[config.mk]
export PLATFORM = sky130hd
export DESIGN_NAME = ufa_host_flat
export DESIGN_NICKNAME = d
export VERILOG_FILES = /design/src/rtl/ufa_pkg.sv /design/src/rtl/ufa_link_if.sv /design/src/rtl/ufa_host.sv /design/src/rtl/ufa_sync.sv /design/src/flat_wrapper.sv
export SDC_FILE = /design/constraint.sdc
export NUM_CORES = 1
export LEC_CHECK = 0
export ABC_AREA = 1
export BUFFER_PORTS_ARGS = -buffer_cell sky130_fd_sc_hd__buf_2
export CORE_MARGIN = 4
export CORE_UTILIZATION = 42
export CTS_CLUSTER_SIZE = 8
export DETAILED_ROUTE_END_ITERATION = 7
export HOLD_SLACK_MARGIN = 0.15
export PLACE_DENSITY = 0.57
export SYNTH_ARGS = -nofsm -noshare
export SYNTH_HDL_FRONTEND = slang
export SYNTH_HIERARCHICAL = 1
export SYNTH_SLANG_ARGS = --single-unit
[constraint.sdc]
create_clock -name i_clk_sys -period 5.56 [get_ports i_clk_sys]
set_clock_uncertainty 0.1 [all_clocks]
set_input_delay 0 -clock i_clk_sys [delete_from_list [all_inputs] [get_ports i_clk_sys]]
set_output_delay 0 -clock i_clk_sys [all_outputs]
set_load 0.02 [all_outputs]
[src/rtl/ufa_pkg.sv]
// Package for the user flash access sequencer: widths, timing, types.
// Assumes one system clock of 20 MHz on both ends of the link.
// Contract
// - Address clock period never below minimum
// - Data clock period never below minimum
// - Next data bit out promptly after clock
// - Read data ready soon after address load
// - Busy rises soon after program strobe
// - Program held until shortly after busy falls
// - Program busy pulse bounded in length
// - Busy rises soon after erase strobe
// - Erase held until shortly after busy falls
// - Erase busy pulse bounded in length
// - Oscillator enabled well before the strobe
// - Oscillator kept on after the strobe
// - First oscillator edge not too early
package ufa_pkg;
    // Array shape
    localparam int ADDR_W    = 9;
    localparam int DATA_W    = 16;
    localparam int MEM_DEPTH = 512;
    localparam logic [15:0] MEM_ERASED = 16'hFFFF;

    // System clock
    localparam int CLK_PERIOD_NS = 50;

    // Serial link clocks: floor and chosen period
    localparam int LINK_CLK_MIN_NS    = 100;
    localparam int LINK_CLK_PERIOD_NS = 400;
    localparam int LINK_HALF_CYC =
        (LINK_CLK_PERIOD_NS / 2 + CLK_PERIOD_NS - 1) / CLK_PERIOD_NS;

    // Device answer times, longest, rounded down; DCO and RA at least one cycle
    localparam int DCO_MAX_NS = 5;
    localparam int DCO_CYC = (DCO_MAX_NS / CLK_PERIOD_NS > 0) ?
                             DCO_MAX_NS / CLK_PERIOD_NS : 1;
    localparam int RA_MAX_NS = 65;
    localparam int RA_CYC = (RA_MAX_NS / CLK_PERIOD_NS > 0) ?
                            RA_MAX_NS / CLK_PERIOD_NS : 1;
    localparam int PB_MAX_NS  = 960;
    localparam int PB_MAX_CYC = PB_MAX_NS / CLK_PERIOD_NS;
    localparam int PROG_BUSY_MAX_US = 100;
    localparam int PROG_BUSY_CYC =
        PROG_BUSY_MAX_US * 1000 / CLK_PERIOD_NS;
    localparam int ERASE_BUSY_MAX_MS = 500;
    localparam int ERASE_BUSY_CYC =
        ERASE_BUSY_MAX_MS * 1000000 / CLK_PERIOD_NS;

    // Least times, rounded up
    localparam int BP_MIN_NS = 20;
    localparam int BP_CYC =
        (BP_MIN_NS + CLK_PERIOD_NS - 1) / CLK_PERIOD_NS;
    localparam int OSC_SETUP_NS = 250;
    localparam int OSC_SETUP_CYC =
        (OSC_SETUP_NS + CLK_PERIOD_NS - 1) / CLK_PERIOD_NS;
    localparam int OSC_HOLD_NS = 250;
    localparam int OSC_HOLD_CYC =
        (OSC_HOLD_NS + CLK_PERIOD_NS - 1) / CLK_PERIOD_NS;
    localparam int OE_MIN_NS = 180;
    localparam int OE_MIN_CYC =
        (OE_MIN_NS + CLK_PERIOD_NS - 1) / CLK_PERIOD_NS;
    localparam int OSC_HALF_CYC = 2;

    // Host gives up on busy rise after this, sync lag included
    localparam int BUSY_WAIT_CYC = PB_MAX_CYC + 4;

    // Operation codes on the user side of the host
    localparam logic [1:0] OP_READ  = 2'h0;
    localparam logic [1:0] OP_PROG  = 2'h1;
    localparam logic [1:0] OP_ERASE = 2'h2;

    // Link inputs as the flash end sees them
    typedef struct packed {
        logic arclk;
        logic ardin;
        logic arshft;
        logic drclk;
        logic drdin;
        logic drshft;
        logic prog_strobe;
        logic erase;
        logic oscillator_enable_request;
    } ufa_flash_in_s;

    // Host sequencer states
    typedef enum {
        H_IDLE, H_ADDR, H_DLOAD, H_DATA, H_OSC_LEAD,
        H_WAIT_HI, H_WAIT_LO, H_HOLD, H_OSC_TRAIL, H_DONE
    } ufa_host_e;

    // Flash block states
    typedef enum {F_IDLE, F_PROG, F_ERASE} ufa_flash_e;
endpackage

[src/rtl/ufa_link_if.sv]
// Link between user logic and the user flash block.
// Assumes both ends share one system clock domain.
`timescale 1ns/100ps
`default_nettype none
interface ufa_link_if;
    logic arclk;    // Address register clock
    logic ardin;    // Address serial data
    logic arshft;   // Address shift enable
    logic drclk;    // Data register clock
    logic drdin;    // Data serial in
    logic drshft;   // Data shift, low loads from array
    logic drdout;   // Data serial out
    logic prog_strobe; // Program strobe
    logic erase;    // Erase strobe
    logic busy;     // Flash busy flag
    logic oscillator_enable_request;  // Oscillator enable request
    logic osc;      // Flash oscillator output

    modport flash (
        input  arclk, ardin, arshft, drclk, drdin, drshft,
        input  prog_strobe, erase, oscillator_enable_request,
        output drdout, busy, osc
    );
    modport user (
        output arclk, ardin, arshft, drclk, drdin, drshft,
        output prog_strobe, erase, oscillator_enable_request,
        input  drdout, busy
    );
endinterface
`default_nettype wire

[src/rtl/ufa_host.sv]
// User logic end: sequences read, program and erase on the flash link.
// Assumes a single request at a time, taken only while o_ready is high.
`timescale 1ns/100ps
`default_nettype none
module ufa_host
    import ufa_pkg::*;
(
    input  wire logic              i_clk_sys,
    input  wire logic              i_rstn,
    ufa_link_if.user               lnk,
    input  wire logic              i_start,
    input  wire logic [1:0]        i_op,
    input  wire logic [ADDR_W-1:0] i_addr,
    input  wire logic [DATA_W-1:0] i_wdata,
    output logic                   o_ready,
    output logic                   o_done,
    output logic      [DATA_W-1:0] o_rdata
);
    ufa_host_e          state_r;     // Sequencer state
    ufa_host_e          state_nxt;   // Next state
    logic [1:0]         op_r;        // Latched operation
    logic [ADDR_W-1:0]  ash_r;       // Address shift out
    logic [DATA_W-1:0]  dsh_r;       // Data shift out
    logic [DATA_W-1:0]  rsh_r;       // Read bits gathered
    logic [7:0]         ph_r;        // Phase in link clock
    logic [4:0]         bit_r;       // Bit index in phase
    logic [7:0]         tmr_r;       // State timer
    logic               busy_s;      // Synced busy
    logic               dout_s;      // Synced data out
    logic               busy_rise;   // Busy rising edge
    logic               ph_last;     // Last cycle of a bit
    logic               ph_pre;      // Cycle before rise
    logic               shifting;    // In a serial state
    logic               last_bit;    // Final bit of phase
    logic               unused_rise; // Data-out edge, not needed

    // Flash outputs into our domain
    ufa_sync #(.W(2)) u_sync (
        .i_clk_sys (i_clk_sys),
        .i_rstn    (i_rstn),
        .i_d       ({lnk.busy, lnk.drdout}),
        .o_q       ({busy_s, dout_s}),
        .o_rise    ({busy_rise, unused_rise}),
        .o_fall    ()
    );

    assign shifting = (state_r == H_ADDR) || (state_r == H_DLOAD) ||
                      (state_r == H_DATA);
    assign ph_last  = (ph_r == 8'(2 * LINK_HALF_CYC - 1));
    assign ph_pre   = (ph_r == 8'(LINK_HALF_CYC - 1));
    assign last_bit = ((state_r == H_ADDR) &&
                       (bit_r == 5'(ADDR_W - 1))) ||
                      (state_r == H_DLOAD) ||
                      ((state_r == H_DATA) &&
                       (bit_r == 5'(DATA_W - 1)));

    // Next state
    always_comb begin
        state_nxt = state_r;
        case (state_r)
            H_IDLE: begin
                if (i_start && !busy_s) begin
                    state_nxt = H_ADDR;
                end
            end
            H_ADDR: begin
                if (ph_last && last_bit) begin
                    if (op_r == OP_READ) begin
                        state_nxt = H_DLOAD;
                    end else if (op_r == OP_PROG) begin
                        state_nxt = H_DATA;
                    end else begin
                        state_nxt = H_OSC_LEAD;
                    end
                end
            end
            H_DLOAD: begin
                if (ph_last) begin
                    state_nxt = H_DATA;
                end
            end
            H_DATA: begin
                if (ph_last && last_bit) begin
                    state_nxt = (op_r == OP_READ) ? H_DONE : H_OSC_LEAD;
                end
            end
            H_OSC_LEAD: begin
                if (tmr_r == 8'(OSC_SETUP_CYC - 1)) begin
                    state_nxt = H_WAIT_HI;
                end
            end
            H_WAIT_HI: begin
                if (busy_rise || (tmr_r == 8'(BUSY_WAIT_CYC - 1))) begin
                    state_nxt = H_WAIT_LO;
                end
            end
            H_WAIT_LO: begin
                if (!busy_s) begin
                    state_nxt = H_HOLD;
                end
            end
            H_HOLD: begin
                if (tmr_r == 8'(BP_CYC - 1)) begin
                    state_nxt = H_OSC_TRAIL;
                end
            end
            H_OSC_TRAIL: begin
                if (tmr_r == 8'(OSC_HOLD_CYC - 1)) begin
                    state_nxt = H_DONE;
                end
            end
            H_DONE: begin
                state_nxt = H_IDLE;
            end
            default: begin
                state_nxt = H_IDLE;
            end
        endcase
    end

    // State register and timer
    always_ff @(posedge i_clk_sys or negedge i_rstn) begin
        if (!i_rstn) begin
            state_r <= H_IDLE;
            tmr_r   <= '0;
        end else begin
            state_r <= state_nxt;
            tmr_r   <= (state_nxt != state_r) ? 8'h0 : tmr_r + 8'h1;
        end
    end

    // Link clock phase and bit counters
    always_ff @(posedge i_clk_sys or negedge i_rstn) begin
        if (!i_rstn) begin
            ph_r  <= '0;
            bit_r <= '0;
        end else if (!shifting || (state_nxt != state_r)) begin
            ph_r  <= '0;
            bit_r <= '0;
        end else if (ph_last) begin
            ph_r  <= '0;
            bit_r <= bit_r + 5'h1;
        end else begin
            ph_r <= ph_r + 8'h1;
        end
    end

    // Latch request, shift address and data out, gather read bits
    always_ff @(posedge i_clk_sys or negedge i_rstn) begin
        if (!i_rstn) begin
            op_r  <= OP_READ;
            ash_r <= '0;
            dsh_r <= '0;
            rsh_r <= '0;
        end else if (state_r == H_IDLE) begin
            op_r  <= i_op;
            ash_r <= i_addr;
            dsh_r <= i_wdata;
        end else begin
            if (state_r == H_ADDR && ph_last) begin
                ash_r <= {ash_r[ADDR_W-2:0], 1'b0};
            end
            if (state_r == H_DATA && ph_last) begin
                dsh_r <= {dsh_r[DATA_W-2:0], 1'b0};
            end
            if (state_r == H_DATA && ph_pre) begin
                rsh_r <= {rsh_r[DATA_W-2:0], dout_s};
            end
        end
    end

    // Serial link pins, high phase after half period
    always_ff @(posedge i_clk_sys or negedge i_rstn) begin
        if (!i_rstn) begin
            lnk.arclk  <= 1'b0;
            lnk.ardin  <= 1'b0;
            lnk.arshft <= 1'b0;
            lnk.drclk  <= 1'b0;
            lnk.drdin  <= 1'b0;
            lnk.drshft <= 1'b0;
        end else begin
            lnk.arclk  <= (state_r == H_ADDR) && ph_pre ? 1'b1 :
                          ph_last ? 1'b0 : lnk.arclk;
            lnk.drclk  <= ((state_r == H_DLOAD) || (state_r == H_DATA)) &&
                          ph_pre ? 1'b1 : ph_last ? 1'b0 : lnk.drclk;
            lnk.ardin  <= ash_r[ADDR_W-1];
            lnk.arshft <= (state_r == H_ADDR);
            lnk.drdin  <= dsh_r[DATA_W-1];
            lnk.drshft <= (state_r == H_DATA);
        end
    end

    // Strobes and oscillator enable
    always_ff @(posedge i_clk_sys or negedge i_rstn) begin
        if (!i_rstn) begin
            lnk.prog_strobe <= 1'b0;
            lnk.erase   <= 1'b0;
            lnk.oscillator_enable_request <= 1'b0;
        end else begin
            lnk.oscillator_enable_request <= (state_nxt == H_OSC_LEAD) ||
                           (state_nxt == H_WAIT_HI) ||
                           (state_nxt == H_WAIT_LO) ||
                           (state_nxt == H_HOLD) ||
                           (state_nxt == H_OSC_TRAIL);
            lnk.prog_strobe <= (op_r == OP_PROG) &&
                           ((state_nxt == H_WAIT_HI) ||
                            (state_nxt == H_WAIT_LO) ||
                            (state_nxt == H_HOLD));
            lnk.erase   <= (op_r == OP_ERASE) &&
                           ((state_nxt == H_WAIT_HI) ||
                            (state_nxt == H_WAIT_LO) ||
                            (state_nxt == H_HOLD));
        end
    end

    // User side answers
    always_ff @(posedge i_clk_sys or negedge i_rstn) begin
        if (!i_rstn) begin
            o_ready <= 1'b0;
            o_done  <= 1'b0;
            o_rdata <= '0;
        end else begin
            o_ready <= (state_nxt == H_IDLE);
            o_done  <= (state_nxt == H_DONE);
            if (state_r == H_DATA && state_nxt == H_DONE) begin
                o_rdata <= rsh_r;
            end
        end
    end
endmodule
`default_nettype wire

[src/rtl/ufa_sync.sv]
// Two-flop synchroniser with edge detection for a bundle of inputs.
// Assumes inputs are asynchronous levels; outputs are system-clocked.
`timescale 1ns/100ps
`default_nettype none
module ufa_sync #(
    parameter int W = 1
) (
    input  wire logic         i_clk_sys,
    input  wire logic         i_rstn,
    input  wire logic [W-1:0] i_d,
    output logic      [W-1:0] o_q,
    output logic      [W-1:0] o_rise,
    output logic      [W-1:0] o_fall
);
    logic [W-1:0] s1_r;   // First stage, read only by s2
    logic [W-1:0] s2_r;   // Second stage, safe level
    logic [W-1:0] s3_r;   // Previous level for edges

    // Synchroniser chain
    always_ff @(posedge i_clk_sys or negedge i_rstn) begin
        if (!i_rstn) begin
            s1_r <= '0;
            s2_r <= '0;
            s3_r <= '0;
        end else begin
            s1_r <= i_d;
            s2_r <= s1_r;
            s3_r <= s2_r;
        end
    end

    // Level and edges
    assign o_q    = s2_r;
    assign o_rise = s2_r & ~s3_r;
    assign o_fall = ~s2_r & s3_r;
endmodule
`default_nettype wire

[src/flat_wrapper.sv]
// flat-port wrapper written by rule: the top's interface ports become plain ports
module ufa_host_flat import ufa_pkg::*;
  (i_clk_sys, i_rstn, i_start, i_op, i_addr, i_wdata, o_ready, o_done, o_rdata, lnk_arclk, lnk_ardin, lnk_arshft, lnk_drclk, lnk_drdin, lnk_drshft, lnk_prog_strobe, lnk_erase, lnk_oscillator_enable_request, lnk_drdout, lnk_busy);
  ufa_link_if lnk_i ();
  input  wire logic i_clk_sys;
  input  wire logic i_rstn;
  input  wire logic i_start;
  input  wire logic [1:0] i_op;
  input  wire logic [ADDR_W-1:0] i_addr;
  input  wire logic [DATA_W-1:0] i_wdata;
  output logic o_ready;
  output logic o_done;
  output logic      [DATA_W-1:0] o_rdata;
  output wire logic [$bits(lnk_i.arclk)-1:0] lnk_arclk;
  output wire logic [$bits(lnk_i.ardin)-1:0] lnk_ardin;
  output wire logic [$bits(lnk_i.arshft)-1:0] lnk_arshft;
  output wire logic [$bits(lnk_i.drclk)-1:0] lnk_drclk;
  output wire logic [$bits(lnk_i.drdin)-1:0] lnk_drdin;
  output wire logic [$bits(lnk_i.drshft)-1:0] lnk_drshft;
  output wire logic [$bits(lnk_i.prog_strobe)-1:0] lnk_prog_strobe;
  output wire logic [$bits(lnk_i.erase)-1:0] lnk_erase;
  output wire logic [$bits(lnk_i.oscillator_enable_request)-1:0] lnk_oscillator_enable_request;
  input wire logic [$bits(lnk_i.drdout)-1:0] lnk_drdout;
  input wire logic [$bits(lnk_i.busy)-1:0] lnk_busy;
  assign lnk_arclk = lnk_i.arclk;
  assign lnk_ardin = lnk_i.ardin;
  assign lnk_arshft = lnk_i.arshft;
  assign lnk_drclk = lnk_i.drclk;
  assign lnk_drdin = lnk_i.drdin;
  assign lnk_drshft = lnk_i.drshft;
  assign lnk_prog_strobe = lnk_i.prog_strobe;
  assign lnk_erase = lnk_i.erase;
  assign lnk_oscillator_enable_request = lnk_i.oscillator_enable_request;
  assign lnk_i.drdout = lnk_drdout;
  assign lnk_i.busy = lnk_busy;
  ufa_host u_core (.i_clk_sys(i_clk_sys), .i_rstn(i_rstn), .lnk(lnk_i), .i_start(i_start), .i_op(i_op), .i_addr(i_addr), .i_wdata(i_wdata), .o_ready(o_ready), .o_done(o_done), .o_rdata(o_rdata));
endmodule
==> impl_results.md, run 1 <==
* Status: completed
* VDD IR max at between 0.15 and 0.2 mV
* Slew Limit Headroom at about 36%
* Final period utilization at 55.2%
* Final nets at 737
* Worst-path maximum fanout at 35
* Commonest non-fill, non-tap cells in the layout: dfrtp_1, nand2_1, inv_1
* Die area at 0.0149 sq mm
* Height of the chip at 122 um
* Max cap viols at 0
* WL met1 at 5050 um
* WP data arrival at 3.23 ns
* Worst Path Buf+Inv at 2
* Met3 wire len at 451 um
* Synth warn at 6
* Clock-pin slew on the worst setup and hold paths at around 0.060 ns
* Row Count at slightly above 40
* Post-layout min period at about 3 ns
* # port buffers at between 50 and 60
* Setup TNS Final at 0 ns
* CP max-delay cell: nor2_4
* Worst setup EP type: register
* CTS sink count at 128
* Post-CTS Resized at 0
* Gr ovfl total at 0
* Post-synthesis average cell area at 9.56 sq um
* Setup crit start kind: register
* P_int at 1720 uW
* Crit-path cells: nor2_1, nand2_2, nor2_1, nand3_1, nor2_4, inv_1, nand2_1, inv_1, nand2_1, o311ai_1
* Switching pwr at roughly 410 uW
* Overall power at 2130 uW
* First-pass GRT wire length at 18,900 um
* Clk pwr share at 52.9%
* DP HPWL at between 7000 and 8000 um
* Largest net degree at the start of global routing at 77
* WL/cell at 12.4 um
* I/O pins at 59
* Pins Over Slew Limit at 0
* Area growth syn-to-layout at 27.5%
* Die width at 122 um
* Fin util at 55.1%
* Crit-path leading delay family: simple AND/OR/NAND/NOR gates
* Drc violations at 0
* Final Hold Vio Count at 0
* Cell Pwr Density at 305 mW/mm^2
* Clk root buf: clkbuf_16
* Inserted Diodes at 0
* Ratio of cells with drive above 1 in the final layout at ~19%
* Drt first-iter violations at around 280
* Switching share of power at between 10% and 20%
* Achievable Freq at 326 MHz
* Commonest non-fill, non-tap cell in the layout: dfrtp_1
* Syn Inst Count at 573
* Final WL at 11,000 um
* Critical path class: register to register
* First-pass detailed-route iteration total at 4
* Required time worst endpoint at 5.72 ns
* Clk buf depth at 2
* Final setup vio count at 0
* Hold Crit Class: input pin to async pin
* Vias at 4,125
* GP Congestion at 0.846
* CP Depth at 10
* Initial antenna violation count at 0
* Filler cells at 1,154
* Slew @ Worst Pin at between 0.9 and 1 ns
* Hold WS at 0.186 ns
* TritonCTS Buffers at 17
* Synth Cell Area at 0.00548 sq mm
* Vias in the first global route at between 4,000 and 5,000
* Met2 WL at 5230 um
* CP max stage delay at 0.61 ns
* TritonCTS clock tree: built
* GRT Resource Usage Total at 16.3%
* Number of cells on the worst reg-to-reg path at 10
* Clk_lat worst skew at 0.41 ns
* Starting Density at a little over two fifths
* Max H-tree Level at 4
* Drt via density at 4.67
* Leak at 0.00341 uW
* Reg power frac at 44.5%
* Antenna viol nets, final at 0
* Power share of the combinational group at 2.6%
* Placeable Area at 0.0127 sq mm
* Uppermost layer routed: met4
* RSZ-0062 raised after global routing: no
-- worst reg2reg max path, stage by stage (launching register included) --
cell	delay, ns
dfrtp_1	0.36
nor2_1	0.12
nand2_2	0.16
nor2_1	0.12
nand3_1	0.12
nor2_4	0.61
inv_1	0.42
nand2_1	0.50
inv_1	0.21
nand2_1	0.11
o311ai_1	0.10
-- flip-flops by register name, indices dropped and copies added, names as in the netlist --
signal and cells:
u_core/state_r 32, u_core/lnk.erase 1, u_core/lnk.drshft 1, u_core/lnk.drdin 1
u_core/o_rdata 16, u_core/ph_r 8, u_core/tmr_r 8, u_core/u_sync/o_q 2
u_core/lnk.arshft 1, u_core/lnk.drclk 1, u_core/u_sync/s1_r 2, u_core/op_r 2
u_core/lnk.oscillator_enable_request 1, u_core/o_done 1, u_core/lnk.ardin 1, u_core/bit_r 5
u_core/dsh_r 16, u_core/u_sync/s3_r 1, u_core/rsh_r 16, u_core/ash_r 9
u_core/lnk.arclk 1, u_core/lnk.prog_strobe 1, u_core/o_ready 1
-- stage by stage --
stage	setup WS (ns)	instances	area [sq um]
after global routing	2.08	883	6980
after floorplan	3.58	600	5580
after detailed placement	2.45	818	6040
after global placement	2.55	818	6040
final	2.49	883	6980
after CTS	2.45	883	6980
-- power by group through the flow --
stage               logic (uW)  registers (uW)  clock network [uW]
floorplan                 7.00             964                   0
global placement          37.9             964                   0
detailed placement        38.1             964                   0
CTS                       56.2             948                1160
global route              63.7             949                1200
finish                    54.9             948                1130
-- worst paths after layout --
path	from	to	slack (ns)
worst min register to register	u_core/u_sync/s1_r[0]	u_core/u_sync/o_q[0]	0.25
max in group asynchronous	i_rstn	u_core/state_r[20]	3.98
worst max-delay path	u_core/state_r[4]	u_core/dsh_r[2]	2.49
worst min-delay path	i_rstn	u_core/tmr_r[4]	0.19
min in group i_clk_sys	u_core/u_sync/s1_r[0]	u_core/u_sync/o_q[0]	0.25
worst max register to register	u_core/state_r[4]	u_core/dsh_r[2]	2.49
-- what timing repair did --
action	in CTS	in global routing
hold endpoints to repair	114	0
setup buffers	0	0
hold buffers	33	0
-- area by class of cell --
type / count / area (sq um) / area share, %
Clock inverter: 11 / 135 / 1.94
Timing Repair Buffer: 92 / 631 / 9.03
Tap cell: 172 / 215 / 3.08
Inverter: 73 / 275 / 3.94
Sequential cell: 128 / 3200 / 45.9
Clock buffer: 21 / 480 / 6.88
Multi-Input combinational cell: 386 / 2040 / 29.3
-- layer usage --
layer	vias up	track usage, %
met3	19	4.41
met1	1955	20.9
li1	2065	-
met5	-	0
met2	86	25.8
met4	0	7.42
(Power assumes the default switching activity.)
==> run 2: changes to the inputs <==
- clock period: 5.56 -> 3.1 ns (I/O delays scaled with it)
==> impl_results.md, run 2 (same netlist as run 1, synthesis figures left out) <==
* # placed instances at between 800 and 900
* Flop-to-flop setup slack at 0.76 ns
* DP HPWL at roughly 7000 um
* Vias in the first global route at 3,996
* GRT Resource Usage Total at 15.7%
* Setup TNS Final at 0 ns
* Post-CTS Resized at 0
* Height of the chip at 122 um
* Die area at 0.0149 sq mm
* Slew Limit Headroom at ~59%
* Clk root buf: clkbuf_16
* Clk_lat worst skew at around 0.41 ns
* Max cap viols at 0
* Vias at 4,089
* Status: completed
* Row Count at 41
* Leak at 0.00343 uW
* Worst-path maximum fanout at 15
* # Post-CTS Setup Buffers at 0
* I/O pins at 59
* Number of hold buffers added after cts at 35
* Drc violations at 0
* First-pass detailed-route iteration total at 4
* Final nets at about 750
* Area growth syn-to-layout at 28.9%
* Uppermost layer routed: met4
* Final WL at approximately 11,000 um
* Worst setup path start: u_core/state_r[6]
* CTS sink count at ~130
* Required time worst endpoint at 3.27 ns
* VDD IR max at 0.342 mV
* WP data arrival at 2.52 ns
* Antenna viol nets, final at 0
* Worst Setup EP: u_core/dsh_r[8]
* # port buffers at 58
* Hold Crit Class: register to register
* Area after DPL at 0.00611 sq mm
* Ratio of cells with drive above 1 in the final layout at roughly a fifth
* Drt first-iter violations at 249
* Final setup vio count at 0
* Drt via density at 4.58
* Die width at 122 um
* Met3 wire len at 503 um
* Inserted Diodes at 0
* Slew @ Worst Pin at 0.613 ns
* GP Congestion at 0.892
* Worst setup EP type: register
* Critical path class: register to register
* Clock-pin slew on the worst setup and hold paths at roughly 0.060 ns
* Max H-tree Level at 4
* Commonest non-fill, non-tap cell in the layout: dfrtp_1
* Largest net degree at the start of global routing at 51
* Cell Pwr Density at between 500 and 600 mW/mm^2
* Post-layout min period at 2.34 ns
* Number of cells on the worst reg-to-reg path at 11
* Fin util at about 56%
* WL/cell at approximately 12 um
* Design area at 0.00706 sq mm
* Pins Over Slew Limit at 0
* Worst reg2reg endpoint: u_core/dsh_r[8]
* Final Non-Filler Cells at 893
* Final period utilization at 75.6%
* WL met1 at about 5000 um
* Starting Density at approximately 43%
* RSZ-0062 raised after global routing: no
* Met2 WL at slightly below 5000 um
* Achievable Freq at around 430 MHz
* Commonest non-fill, non-tap cells in the layout: dfrtp_1, nand2_1, inv_1
* Initial antenna violation count at 0
* First-pass GRT wire length at 18,200 um
* Most flop-heavy register: u_core/state_r
* Setup crit start kind: register
* TritonCTS clock tree: built
* R2R Path Start: u_core/state_r[6]
* Gr ovfl total at 0
* Final Hold Vio Count at 0
* Placeable Area at 0.0127 sq mm
* TritonCTS Buffers at 17
* Clk buf depth at 2
* Max reg flops at 32
==> run 2: worst min-delay path by stage <==
| stage | start | end | slack [ns] | cells past startpoint |
|---|---|---|---|---|
| 2_1_floorplan | i_rstn | u_core/ash_r[0] | -0.40 | 0 |
| 3_3_place_gp | i_rstn | u_core/tmr_r[0] | -0.02 | 1 |
| 3_5_place_dp | i_rstn | u_core/tmr_r[0] | -0.02 | 1 |
| 4_1_cts | i_wdata[14] | u_core/dsh_r[14] | 0.23 | 4 |
| 5_1_grt | i_wdata[4] | u_core/dsh_r[4] | 0.25 | 4 |
| 6_report | u_core/u_sync/s1_r[1] | u_core/u_sync/o_q[1] | 0.25 | 0 |
==> run 2: area by class of cell <==
type	instances	area, sq um
fillers	1155	5610
flip-flops and latches	128	3200
multi-input cells	386	2040
repair buffers	102	741
clock buffers	20	447
inverters	73	275
well taps	172	215
clock inverters	12	136
==> run 2: worst max-delay path, cell delays in order (launching register included) <==
cell	delay [ns]
dfrtp_1	0.36
nor2_1	0.13
nand2_2	0.16
nor2_1	0.12
nand3_1	0.12
nor2_4	0.31
inv_1	0.29
nand2_1	0.13
buf_4	0.20
inv_1	0.12
nand2_1	0.07
o311ai_1	0.10
==> run 2: routing by layer <==
metal,GRT usage (%),up-vias
met1,20.8,1910
met2,23.8,77
met5,0,-
met4,6.37,0
li1,-,2090
met3,5.15,12
==> run 2: per-stage QoR <==
step	setup WS, ns	hold WS (ns)	total power, uW
2_1_floorplan	1.12	-0.396	1740
3_3_place_gp	0.824	-0.0191	1800
3_5_place_dp	0.760	-0.0209	1800
4_1_cts	0.744	0.230	3790
5_1_grt	0.517	0.250	3890
6_report	0.758	0.246	3730
==> run 2: report_power, final <==
part           leakage [uW]  total (uW)  internal [uW]  switching, uW
Sequential          0.00156        1700           1690           6.03
Combinational       0.00160         107           52.8           54.5
Clock              0.000270        1920           1210            714
Total               0.00343        3730           2950            775
